File: config.mk
export PLATFORM = sky130hd
export DESIGN_NAME = lds_ctrl
export DESIGN_NICKNAME = d
export VERILOG_FILES = /design/src/core/lds_pkg.sv /design/src/core/lds_ctrl.sv
export SDC_FILE = /design/constraint.sdc
export NUM_CORES = 1
export LEC_CHECK = 0
export BUFFER_PORTS_ARGS = -buffer_cell sky130_fd_sc_hd__clkbuf_2
export CAP_MARGIN = 20
export CORE_MARGIN = 10
export CORE_UTILIZATION = 61
export DETAILED_ROUTE_END_ITERATION = 10
export PLACE_DENSITY_LB_ADDON = 0.12
export SYNTH_ARGS = -nofsm -noshare
export SYNTH_HDL_FRONTEND = slang
export SYNTH_SLANG_ARGS = --single-unit
File: constraint.sdc
create_clock -name clk_sys_in -period 3.3 [get_ports clk_sys_in]
set_input_delay 0.66 -clock clk_sys_in [delete_from_list [all_inputs] [get_ports clk_sys_in]]
set_output_delay 0.66 -clock clk_sys_in [all_outputs]
set_load 0.03 [all_outputs]
File: src/core/lds_pkg.sv
// constants for the led sink sequencer and fault control
// assumes a single 25 MHz system clock
package lds_pkg;

	// =========================================================
	// timebase
	localparam longint unsigned LDS_CLK_HZ      = 64'd25000000;
	localparam int              LDS_NUM_CH      = 4;

	// =========================================================
	// nominal times
	localparam longint unsigned LDS_T_SHDN_MS   = 64'd32;
	localparam longint unsigned LDS_T_DET_US    = 64'd256;
	localparam longint unsigned LDS_T_SS_MS     = 64'd128;
	localparam longint unsigned LDS_T_BLANK_MS  = 64'd32;
	localparam longint unsigned LDS_T_MASK_US   = 64'd4;
	localparam longint unsigned LDS_T_OPEN_US   = 64'd20;
	localparam longint unsigned LDS_T_SHORT_US  = 64'd2;

	// =========================================================
	// cycle counts, least times rounded up
	localparam logic [21:0] LDS_SHDN_CYC  =
		22'((LDS_T_SHDN_MS * LDS_CLK_HZ + 64'd999) / 64'd1000);
	localparam logic [21:0] LDS_DET_CYC   =
		22'((LDS_T_DET_US * LDS_CLK_HZ + 64'd999999) / 64'd1000000);
	localparam logic [21:0] LDS_SS_CYC    =
		22'((LDS_T_SS_MS * LDS_CLK_HZ + 64'd999) / 64'd1000);
	localparam logic [21:0] LDS_BLANK_CYC =
		22'((LDS_T_BLANK_MS * LDS_CLK_HZ + 64'd999) / 64'd1000);
	localparam logic [9:0]  LDS_MASK_CYC  =
		10'((LDS_T_MASK_US * LDS_CLK_HZ + 64'd999999) / 64'd1000000);
	localparam logic [9:0]  LDS_OPEN_CYC  =
		10'((LDS_T_OPEN_US * LDS_CLK_HZ + 64'd999999) / 64'd1000000);
	localparam logic [9:0]  LDS_SHORT_CYC =
		10'((LDS_T_SHORT_US * LDS_CLK_HZ + 64'd999999) / 64'd1000000);

	// =========================================================
	// sequencer states
	typedef enum logic [2:0] {
		LDS_ST_OFF,
		LDS_ST_DETECT,
		LDS_ST_SOFT,
		LDS_ST_BLANK,
		LDS_ST_RUN
	} lds_state_t;

endpackage

File: src/core/lds_ctrl.sv
// power-on sequencer and fault control for a four-channel led sink driver
// assumes comparator outputs arrive as synchronous levels on clk_sys_in
`timescale 1ns/1ns

// How it works
// enable low 32 ms shuts down fully
// undervoltage holds everything off
// sinks follow enable level in operation
// host pwm duty sets average current
// host raises enable after supplies valid
// 256 us unused channel detection first
// 128 ms soft start forces feedback high
// 32 ms blanking counts only pwm high
// fault detectors ignored until blanking ends
// open timer runs below threshold, pwm high
// 4 us mask after each pwm rise
// 20 us open time latches fault
// short timer runs above threshold, pwm high
// 2 us short time latches fault
// latched fault clears only by shutdown
// over-temperature disables channels, not latched
// short low time is dimming only
// unused channels excluded from open detection
module lds_ctrl
	import lds_pkg::*;
#(
	parameter logic [21:0] SHDN_CYC  = LDS_SHDN_CYC,
	parameter logic [21:0] DET_CYC   = LDS_DET_CYC,
	parameter logic [21:0] SS_CYC    = LDS_SS_CYC,
	parameter logic [21:0] BLANK_CYC = LDS_BLANK_CYC
)
(
	// clock and reset
	input  wire logic        clk_sys_in,
	input  wire logic        nrst_in,
	input  wire logic        clk_en_in,
	// host and supply
	input  wire logic        en_pwm_in,
	input  wire logic        supply_undervoltage_lockout_in,
	input  wire logic        over_temp_in,
	// comparators
	input  wire logic [3:0]  cs_low_in,
	input  wire logic [3:0]  ch_float_in,
	input  wire logic        short_sense_input_in,
	// outputs
	output logic      [3:0]  sink_en_out,
	output logic      [3:0]  ch_unused_out,
	output logic             fault_n_out,
	output logic             headroom_feedback_output_max_out,
	output logic             open_led_protection_on_out
);

	lds_state_t  state;
	lds_state_t  next_state;
	logic [21:0] phase_cnt;
	logic [21:0] low_cnt;
	logic [9:0]  mask_cnt;
	logic [9:0]  open_acc;
	logic [9:0]  short_acc;
	logic        pwm_q;
	logic        fault_latch;
	logic        shdn_hit;
	logic        pwm_rise;
	logic        prot_on;
	logic        count_ok;
	logic [3:0]  open_ch;
	logic        open_trip;
	logic        short_trip;

	// =========================================================
	// enable low-time and edge detection
	assign pwm_rise = en_pwm_in && !pwm_q;
	assign shdn_hit = !en_pwm_in && (low_cnt == SHDN_CYC - 22'h000001);
	assign prot_on  = (state == LDS_ST_RUN);
	assign count_ok = prot_on && en_pwm_in && !pwm_rise && (mask_cnt == 10'h000);

	always_ff @(posedge clk_sys_in or negedge nrst_in)
	begin
		if (!nrst_in)
		begin
			pwm_q   <= 1'b0;
			low_cnt <= 22'h000000;
		end
		else if (clk_en_in)
		begin
			pwm_q <= en_pwm_in;
			// saturates so shutdown persists; shorter lows only dim
			if (en_pwm_in)
				low_cnt <= 22'h000000;
			else if (low_cnt != SHDN_CYC - 22'h000001)
				low_cnt <= low_cnt + 22'h000001;
		end
	end

	// =========================================================
	// sequencer
	always_comb
	begin
		next_state = state;
		if (supply_undervoltage_lockout_in || shdn_hit)
			next_state = LDS_ST_OFF;
		else
		begin
			case (state)
				LDS_ST_OFF:
					if (en_pwm_in)
						next_state = LDS_ST_DETECT;
				LDS_ST_DETECT:
					if (phase_cnt == DET_CYC - 22'h000001)
						next_state = LDS_ST_SOFT;
				LDS_ST_SOFT:
					if (phase_cnt == SS_CYC - 22'h000001)
						next_state = LDS_ST_BLANK;
				LDS_ST_BLANK:
					if (en_pwm_in && phase_cnt == BLANK_CYC - 22'h000001)
						next_state = LDS_ST_RUN;
				LDS_ST_RUN:
					next_state = LDS_ST_RUN;
				default:
					next_state = LDS_ST_OFF;
			endcase
		end
	end

	always_ff @(posedge clk_sys_in or negedge nrst_in)
	begin
		if (!nrst_in)
		begin
			state                            <= LDS_ST_OFF;
			phase_cnt                        <= 22'h000000;
			headroom_feedback_output_max_out <= 1'b0;
			open_led_protection_on_out       <= 1'b0;
		end
		else if (clk_en_in)
		begin
			state                            <= next_state;
			headroom_feedback_output_max_out <= (next_state == LDS_ST_SOFT);
			open_led_protection_on_out       <= (next_state == LDS_ST_RUN);
			if (state != next_state || state == LDS_ST_OFF || state == LDS_ST_RUN)
				phase_cnt <= 22'h000000;
			else if (state != LDS_ST_BLANK || en_pwm_in)
				phase_cnt <= phase_cnt + 22'h000001;
		end
	end

	// =========================================================
	// per-channel unused capture and open sensing
	generate
		for (genvar i = 0; i < LDS_NUM_CH; i++)
		begin : g_ch
			assign open_ch[i] = cs_low_in[i] && !ch_unused_out[i];
			always_ff @(posedge clk_sys_in or negedge nrst_in)
			begin
				if (!nrst_in)
					ch_unused_out[i] <= 1'b0;
				else if (clk_en_in)
				begin
					if (state == LDS_ST_OFF)
						ch_unused_out[i] <= 1'b0;
					else if (state == LDS_ST_DETECT && ch_float_in[i])
						ch_unused_out[i] <= 1'b1;
				end
			end
		end
	endgenerate

	// =========================================================
	// fault timers; accumulate across pwm periods
	assign open_trip  = count_ok && (|open_ch) && (open_acc == LDS_OPEN_CYC - 10'h001);
	assign short_trip = count_ok && short_sense_input_in
		&& (short_acc == LDS_SHORT_CYC - 10'h001);

	always_ff @(posedge clk_sys_in or negedge nrst_in)
	begin
		if (!nrst_in)
		begin
			mask_cnt  <= 10'h000;
			open_acc  <= 10'h000;
			short_acc <= 10'h000;
		end
		else if (clk_en_in)
		begin
			// the rise cycle is already masked by pwm_rise, so load one less
			if (pwm_rise)
				mask_cnt <= LDS_MASK_CYC - 10'h001;
			else if (mask_cnt != 10'h000)
				mask_cnt <= mask_cnt - 10'h001;
			if (!prot_on)
			begin
				open_acc  <= 10'h000;
				short_acc <= 10'h000;
			end
			else
			begin
				if (count_ok && (|open_ch) && !open_trip)
					open_acc <= open_acc + 10'h001;
				if (count_ok && short_sense_input_in && !short_trip)
					short_acc <= short_acc + 10'h001;
			end
		end
	end

	// set wins over the shutdown release
	always_ff @(posedge clk_sys_in or negedge nrst_in)
	begin
		if (!nrst_in)
			fault_latch <= 1'b0;
		else if (clk_en_in)
		begin
			if (open_trip || short_trip)
				fault_latch <= 1'b1;
			else if (shdn_hit)
				fault_latch <= 1'b0;
		end
	end

	// =========================================================
	// outputs; over-temperature gates without latching
	always_ff @(posedge clk_sys_in or negedge nrst_in)
	begin
		if (!nrst_in)
		begin
			sink_en_out <= 4'h0;
			fault_n_out <= 1'b1;
		end
		else if (clk_en_in)
		begin
			sink_en_out <= {LDS_NUM_CH{state != LDS_ST_OFF && en_pwm_in
				&& !supply_undervoltage_lockout_in && !fault_latch && !over_temp_in
				&& !open_trip && !short_trip}};
			fault_n_out <= !(fault_latch || open_trip || short_trip || over_temp_in);
		end
	end

	// =========================================================
	// checks
	supply_undervoltage_lockout_off_a: assert property (@(posedge clk_sys_in) disable iff (!nrst_in)
		clk_en_in && supply_undervoltage_lockout_in |=> sink_en_out == 4'h0)
		else $error("sinks on during undervoltage");
	shdn_off_a: assert property (@(posedge clk_sys_in) disable iff (!nrst_in)
		clk_en_in && shdn_hit |=> state == LDS_ST_OFF && !fault_latch)
		else $error("no shutdown after long low");
	pwm_sink_a: assert property (@(posedge clk_sys_in) disable iff (!nrst_in)
		clk_en_in && state == LDS_ST_RUN && !en_pwm_in |=> sink_en_out == 4'h0)
		else $error("sinks on while pwm low");
	soft_fb_a: assert property (@(posedge clk_sys_in) disable iff (!nrst_in)
		headroom_feedback_output_max_out == (state == LDS_ST_SOFT))
		else $error("feedback not forced in soft start");
	soft_entry_a: assert property (@(posedge clk_sys_in) disable iff (!nrst_in)
		$rose(headroom_feedback_output_max_out) |-> $past(state) == LDS_ST_DETECT
		&& $past(phase_cnt) == DET_CYC - 22'h000001)
		else $error("soft start entered before detection ended");
	pwm_low_hold_a: assert property (@(posedge clk_sys_in) disable iff (!nrst_in)
		clk_en_in && prot_on && !en_pwm_in
		|=> open_acc == $past(open_acc) && short_acc == $past(short_acc))
		else $error("fault timer ran while pwm low");
	blank_hold_a: assert property (@(posedge clk_sys_in) disable iff (!nrst_in)
		clk_en_in && state == LDS_ST_BLANK && !en_pwm_in && !shdn_hit
		&& !supply_undervoltage_lockout_in |=> phase_cnt == $past(phase_cnt))
		else $error("blanking counted while pwm low");
	no_prot_a: assert property (@(posedge clk_sys_in) disable iff (!nrst_in)
		state != LDS_ST_RUN |=> open_acc == 10'h000 || !$past(clk_en_in))
		else $error("fault timer ran before protection on");
	mask_hold_a: assert property (@(posedge clk_sys_in) disable iff (!nrst_in)
		clk_en_in && state == LDS_ST_RUN && mask_cnt != 10'h000
		&& !supply_undervoltage_lockout_in && !shdn_hit
		|=> open_acc == $past(open_acc) && short_acc == $past(short_acc))
		else $error("fault timer ran during mask");
	open_trip_a: assert property (@(posedge clk_sys_in) disable iff (!nrst_in)
		clk_en_in && open_trip |=> fault_latch && !fault_n_out && sink_en_out == 4'h0)
		else $error("open fault not latched");
	short_trip_a: assert property (@(posedge clk_sys_in) disable iff (!nrst_in)
		clk_en_in && count_ok && short_sense_input_in && short_acc == LDS_SHORT_CYC - 10'h001
		|=> fault_latch && !fault_n_out)
		else $error("short fault not latched");
	latch_hold_a: assert property (@(posedge clk_sys_in) disable iff (!nrst_in)
		fault_latch && !shdn_hit |=> fault_latch)
		else $error("fault released without shutdown");
	otp_off_a: assert property (@(posedge clk_sys_in) disable iff (!nrst_in)
		clk_en_in && over_temp_in |=> !fault_n_out && sink_en_out == 4'h0)
		else $error("over-temperature not acted on");

endmodule // lds_ctrl

==> metrics.yaml <==
synth_edf_count: 0
row_count: 31
crit_cells: 8
antenna_found_initial: 0
insertion_delay_ns: 0.36
grt_start_max_net_pins: 88
relSlewSlack_pct: 51.7
seqCellArea_um2: 2180
yosysTopAreaCellShare_pct: 46.2
setup-tns-final_ns: 0
maxCapViolCount: 0
regToRegEndpoint: "open_acc[8]$_DFFE_PN0P_"
place_congestion: 0.865
cpLargestDelayFamily: "simple AND/OR/NAND/NOR gates"
fmax_mhz: 371
skew_ns: 0.0175
netlist_area_um2: 4660
crit_path_max_fanout: 7
crit-reg2reg-launch: "mask_cnt[0]$_DFFE_PN0P_"
ys_seq_elements: 87
fillers: 570
postCtsSetupRepairBufs: 0
rsz0062_at_grt: "false"
start_util_pct: 63.6
synth_most_common_cell: "dfrtp_1"
grt_pass1_wl_mm: 17.5
worstSetupStartpointType: "flip-flop"
slowest_stage: "or4_4"
fin_crit_ns: 2.69
synth_area_leaders: "dfrtp_1 (46%), nor2_1 (6.3%), xnor2_1 (5.8%)"
dpl-instance-area_um2: 4900
postSynthCellCount: 511
io_pins: 26
synth_fp_nets: 532
drc: 0
cts_hold_buffers: 0
final_hold_viol_count: 0
drtAntennaViolNets: 0
cts_tree: "built"
cp.arrival_ns: 2.98
syn_area_per_cell_um2: 9.12
first_pass_iters: 4
rrSetupSlack_ns: 0.61
cts_sinks: 87
clk_path_buf_depth: 2
grt_overflow_total: 0
ir_drop_mv: 0.311
max_stage_delay_ns: 0.56
cp_num_buf_inv: 1
cts_made_buffers: 9
port-buffer-count: 25
path_cells: "inv_1 -> ha_1 -> or4b_1 -> or4_4 -> nor4_4 -> nand4_1 -> xor2_1 -> nor2_1"
synth_common_cells: "dfrtp_1 (86), nor2_1 (78), nand2_1 (51)"
yosysSeqAreaShare_pct: 46.8
async_reset_ff_share_pct: 100
yosysTopAreaCell: "dfrtp_1"
clkTransAtPathRegs_ns: 0.10
p_per_area_nw_per_um2: 426
grt_pass1_vias: 3889
final_nets: 559
viasPerCell: 5.90
drt_wl_total_mm: 9.91
fin_area_um2: 5120
syn2layout_area_growth_pct: 9.88
leakage_uw: 0.00211
avgRoutedWirePerCell_um: 15.4
hpwl_mm: 6.88
num_vias: 3790
dp_cells: 625
hold_path.class: "in2async"
synth_cell_types: 55
critical_path_required_ns: 3.59
htree_num_levels: 3
antennaDiodeCount: 0
fin_cells: 642
root_buffer: "clkbuf_8"
post_cts_resized: 0
multi_input_area_um2: 2340
finalSetupViolations: 0
gr-usage-all-layers_pct: 18.1
yosys_warnings: 0
r2r_cells: 8
final_min_period_over_clock_period_pct: 81.6
crit_start: "mask_cnt[0]$_DFFE_PN0P_"
endpoint_kind: "flip-flop"
drt_iter0_drc: 175
outcome: "complete, no violations"
worst_slew_pin_slew_ns: 0.718
endpoint: "open_acc[8]$_DFFE_PN0P_"
synth_ff_type: "dfrtp_1"
die_h_um: 107
worstSetupPathType: "reg2reg"
die_w_um: 107
maxSlewViolCount: 0
core_region_area_um2: 7330
die_area_um2: 11500
drive_gt1_share_pct: 10.7
per-stage QoR:
step           power, uW  setup slack (ns)  hold WS [ns]  utilization [%]
4_1_cts             2190             0.577         0.485             69.5
2_1_floorplan       1340             0.834         0.364                -
6_report            2180             0.606         0.123             69.8
5_1_grt             2270             0.406         0.113             69.8
3_5_place_dp        1440             0.629         0.470             66.8
3_3_place_gp        1430             0.737         0.471             66.8
power by group:
part | leakage (uW) | total, uW | internal (uW) | switching [uW]
Clock | 0.0000851 | 756 | 353 | 403
Sequential | 0.00118 | 1180 | 1120 | 66.4
Combinational | 0.000840 | 240 | 88.0 | 152
Total | 0.00211 | 2180 | 1560 | 622
layout by cell type, fill, tap and decap left out, types with 3 or more instances in the layout:
master and instances:
nand4_1 20, nor2_1 78, nand4b_1 4, o41ai_1 3, inv_1 14, and2_1 5, or4b_1 3, mux2i_1 3
a21oi_1 15, nor3b_1 4, nand2_1 51, buf_4 10, a22o_1 3, clkbuf_8 9, o21ai_1 7, nor4_1 16
nand3_1 14, clkinvlp_4 4, o21ai_0 14, ha_1 6, or3_1 6, nor3_1 23, and4_1 5, dfrtp_1 86
nand2b_1 8, clkbuf_2 24, and3_1 9, xnor2_1 31, nor2b_1 6, xor2_1 22, a21o_1 3
layer usage:
metal,track usage (%),vias to the layer above,routed length [um]
met4,6.87,0,109
li1,-,1855,-
met3,4.01,10,383
met1,22.8,1858,4670
met5,0,-,0
met2,29.8,67,4750
registers in the layout, indices dropped and copies added (netlist names):
name and count:
ch_unused_out 4, fault_latch 1, fault_n_out 1, headroom_feedback_output_max_out 1
low_cnt 22, mask_cnt 10, open_acc 10, open_led_protection_on_out 1
phase_cnt 22, pwm_q 1, short_acc 10, sink_en_out 1
state 3
layout make-up:
| type | instances | share of cell area, % |
|---|---|---|
| inverter | 15 | 1.10 |
| clock buffer | 10 | 2.49 |
| multi-input combinational | 390 | 45.7 |
| clock inverter | 6 | 1.34 |
| timing repair buffer | 35 | 4.35 |
| tap | 99 | 2.42 |
| sequential | 87 | 42.5 |
how the worst min path moves through the flow:
stage	start	slack (ns)	cells after the start	end
final	nrst_in	0.12	1	short_acc[7]$_DFFE_PN0P_
after global routing	nrst_in	0.11	1	short_acc[7]$_DFFE_PN0P_
after CTS	fault_n_out$_DFFE_PN1P_	0.49	2	fault_n_out$_DFFE_PN1P_
after detailed placement	fault_n_out$_DFFE_PN1P_	0.47	2	fault_n_out$_DFFE_PN1P_
after global placement	fault_n_out$_DFFE_PN1P_	0.47	2	fault_n_out$_DFFE_PN1P_
after floorplan	nrst_in	0.36	0	ch_unused_out[0]$_DFFE_PN0P_
cell families after synthesis:
kind of cell / count (synthesis) / synth area share, %
AND/OR/NAND/NOR: 264 / 29.3
flip-flops: 87 / 46.8
XOR/XNOR: 53 / 9.96
AO/OA/AOI/OAI: 64 / 8.73
multiplexers: 3 / 0.644
buffers and inverters: 34 / 2.98
adder cells (fa/ha/maj): 6 / 1.61
worst reg2reg max path, stage by stage, from the launching register on:
cell and delay (ns):
dfrtp_1 0.39, inv_1 0.09, ha_1 0.18, or4b_1 0.49, or4_4 0.56, nor4_4 0.48, nand4_1 0.17, xor2_1 0.17
nor2_1 0.11
No activity file was read; power rests on OpenSTA's default activity.
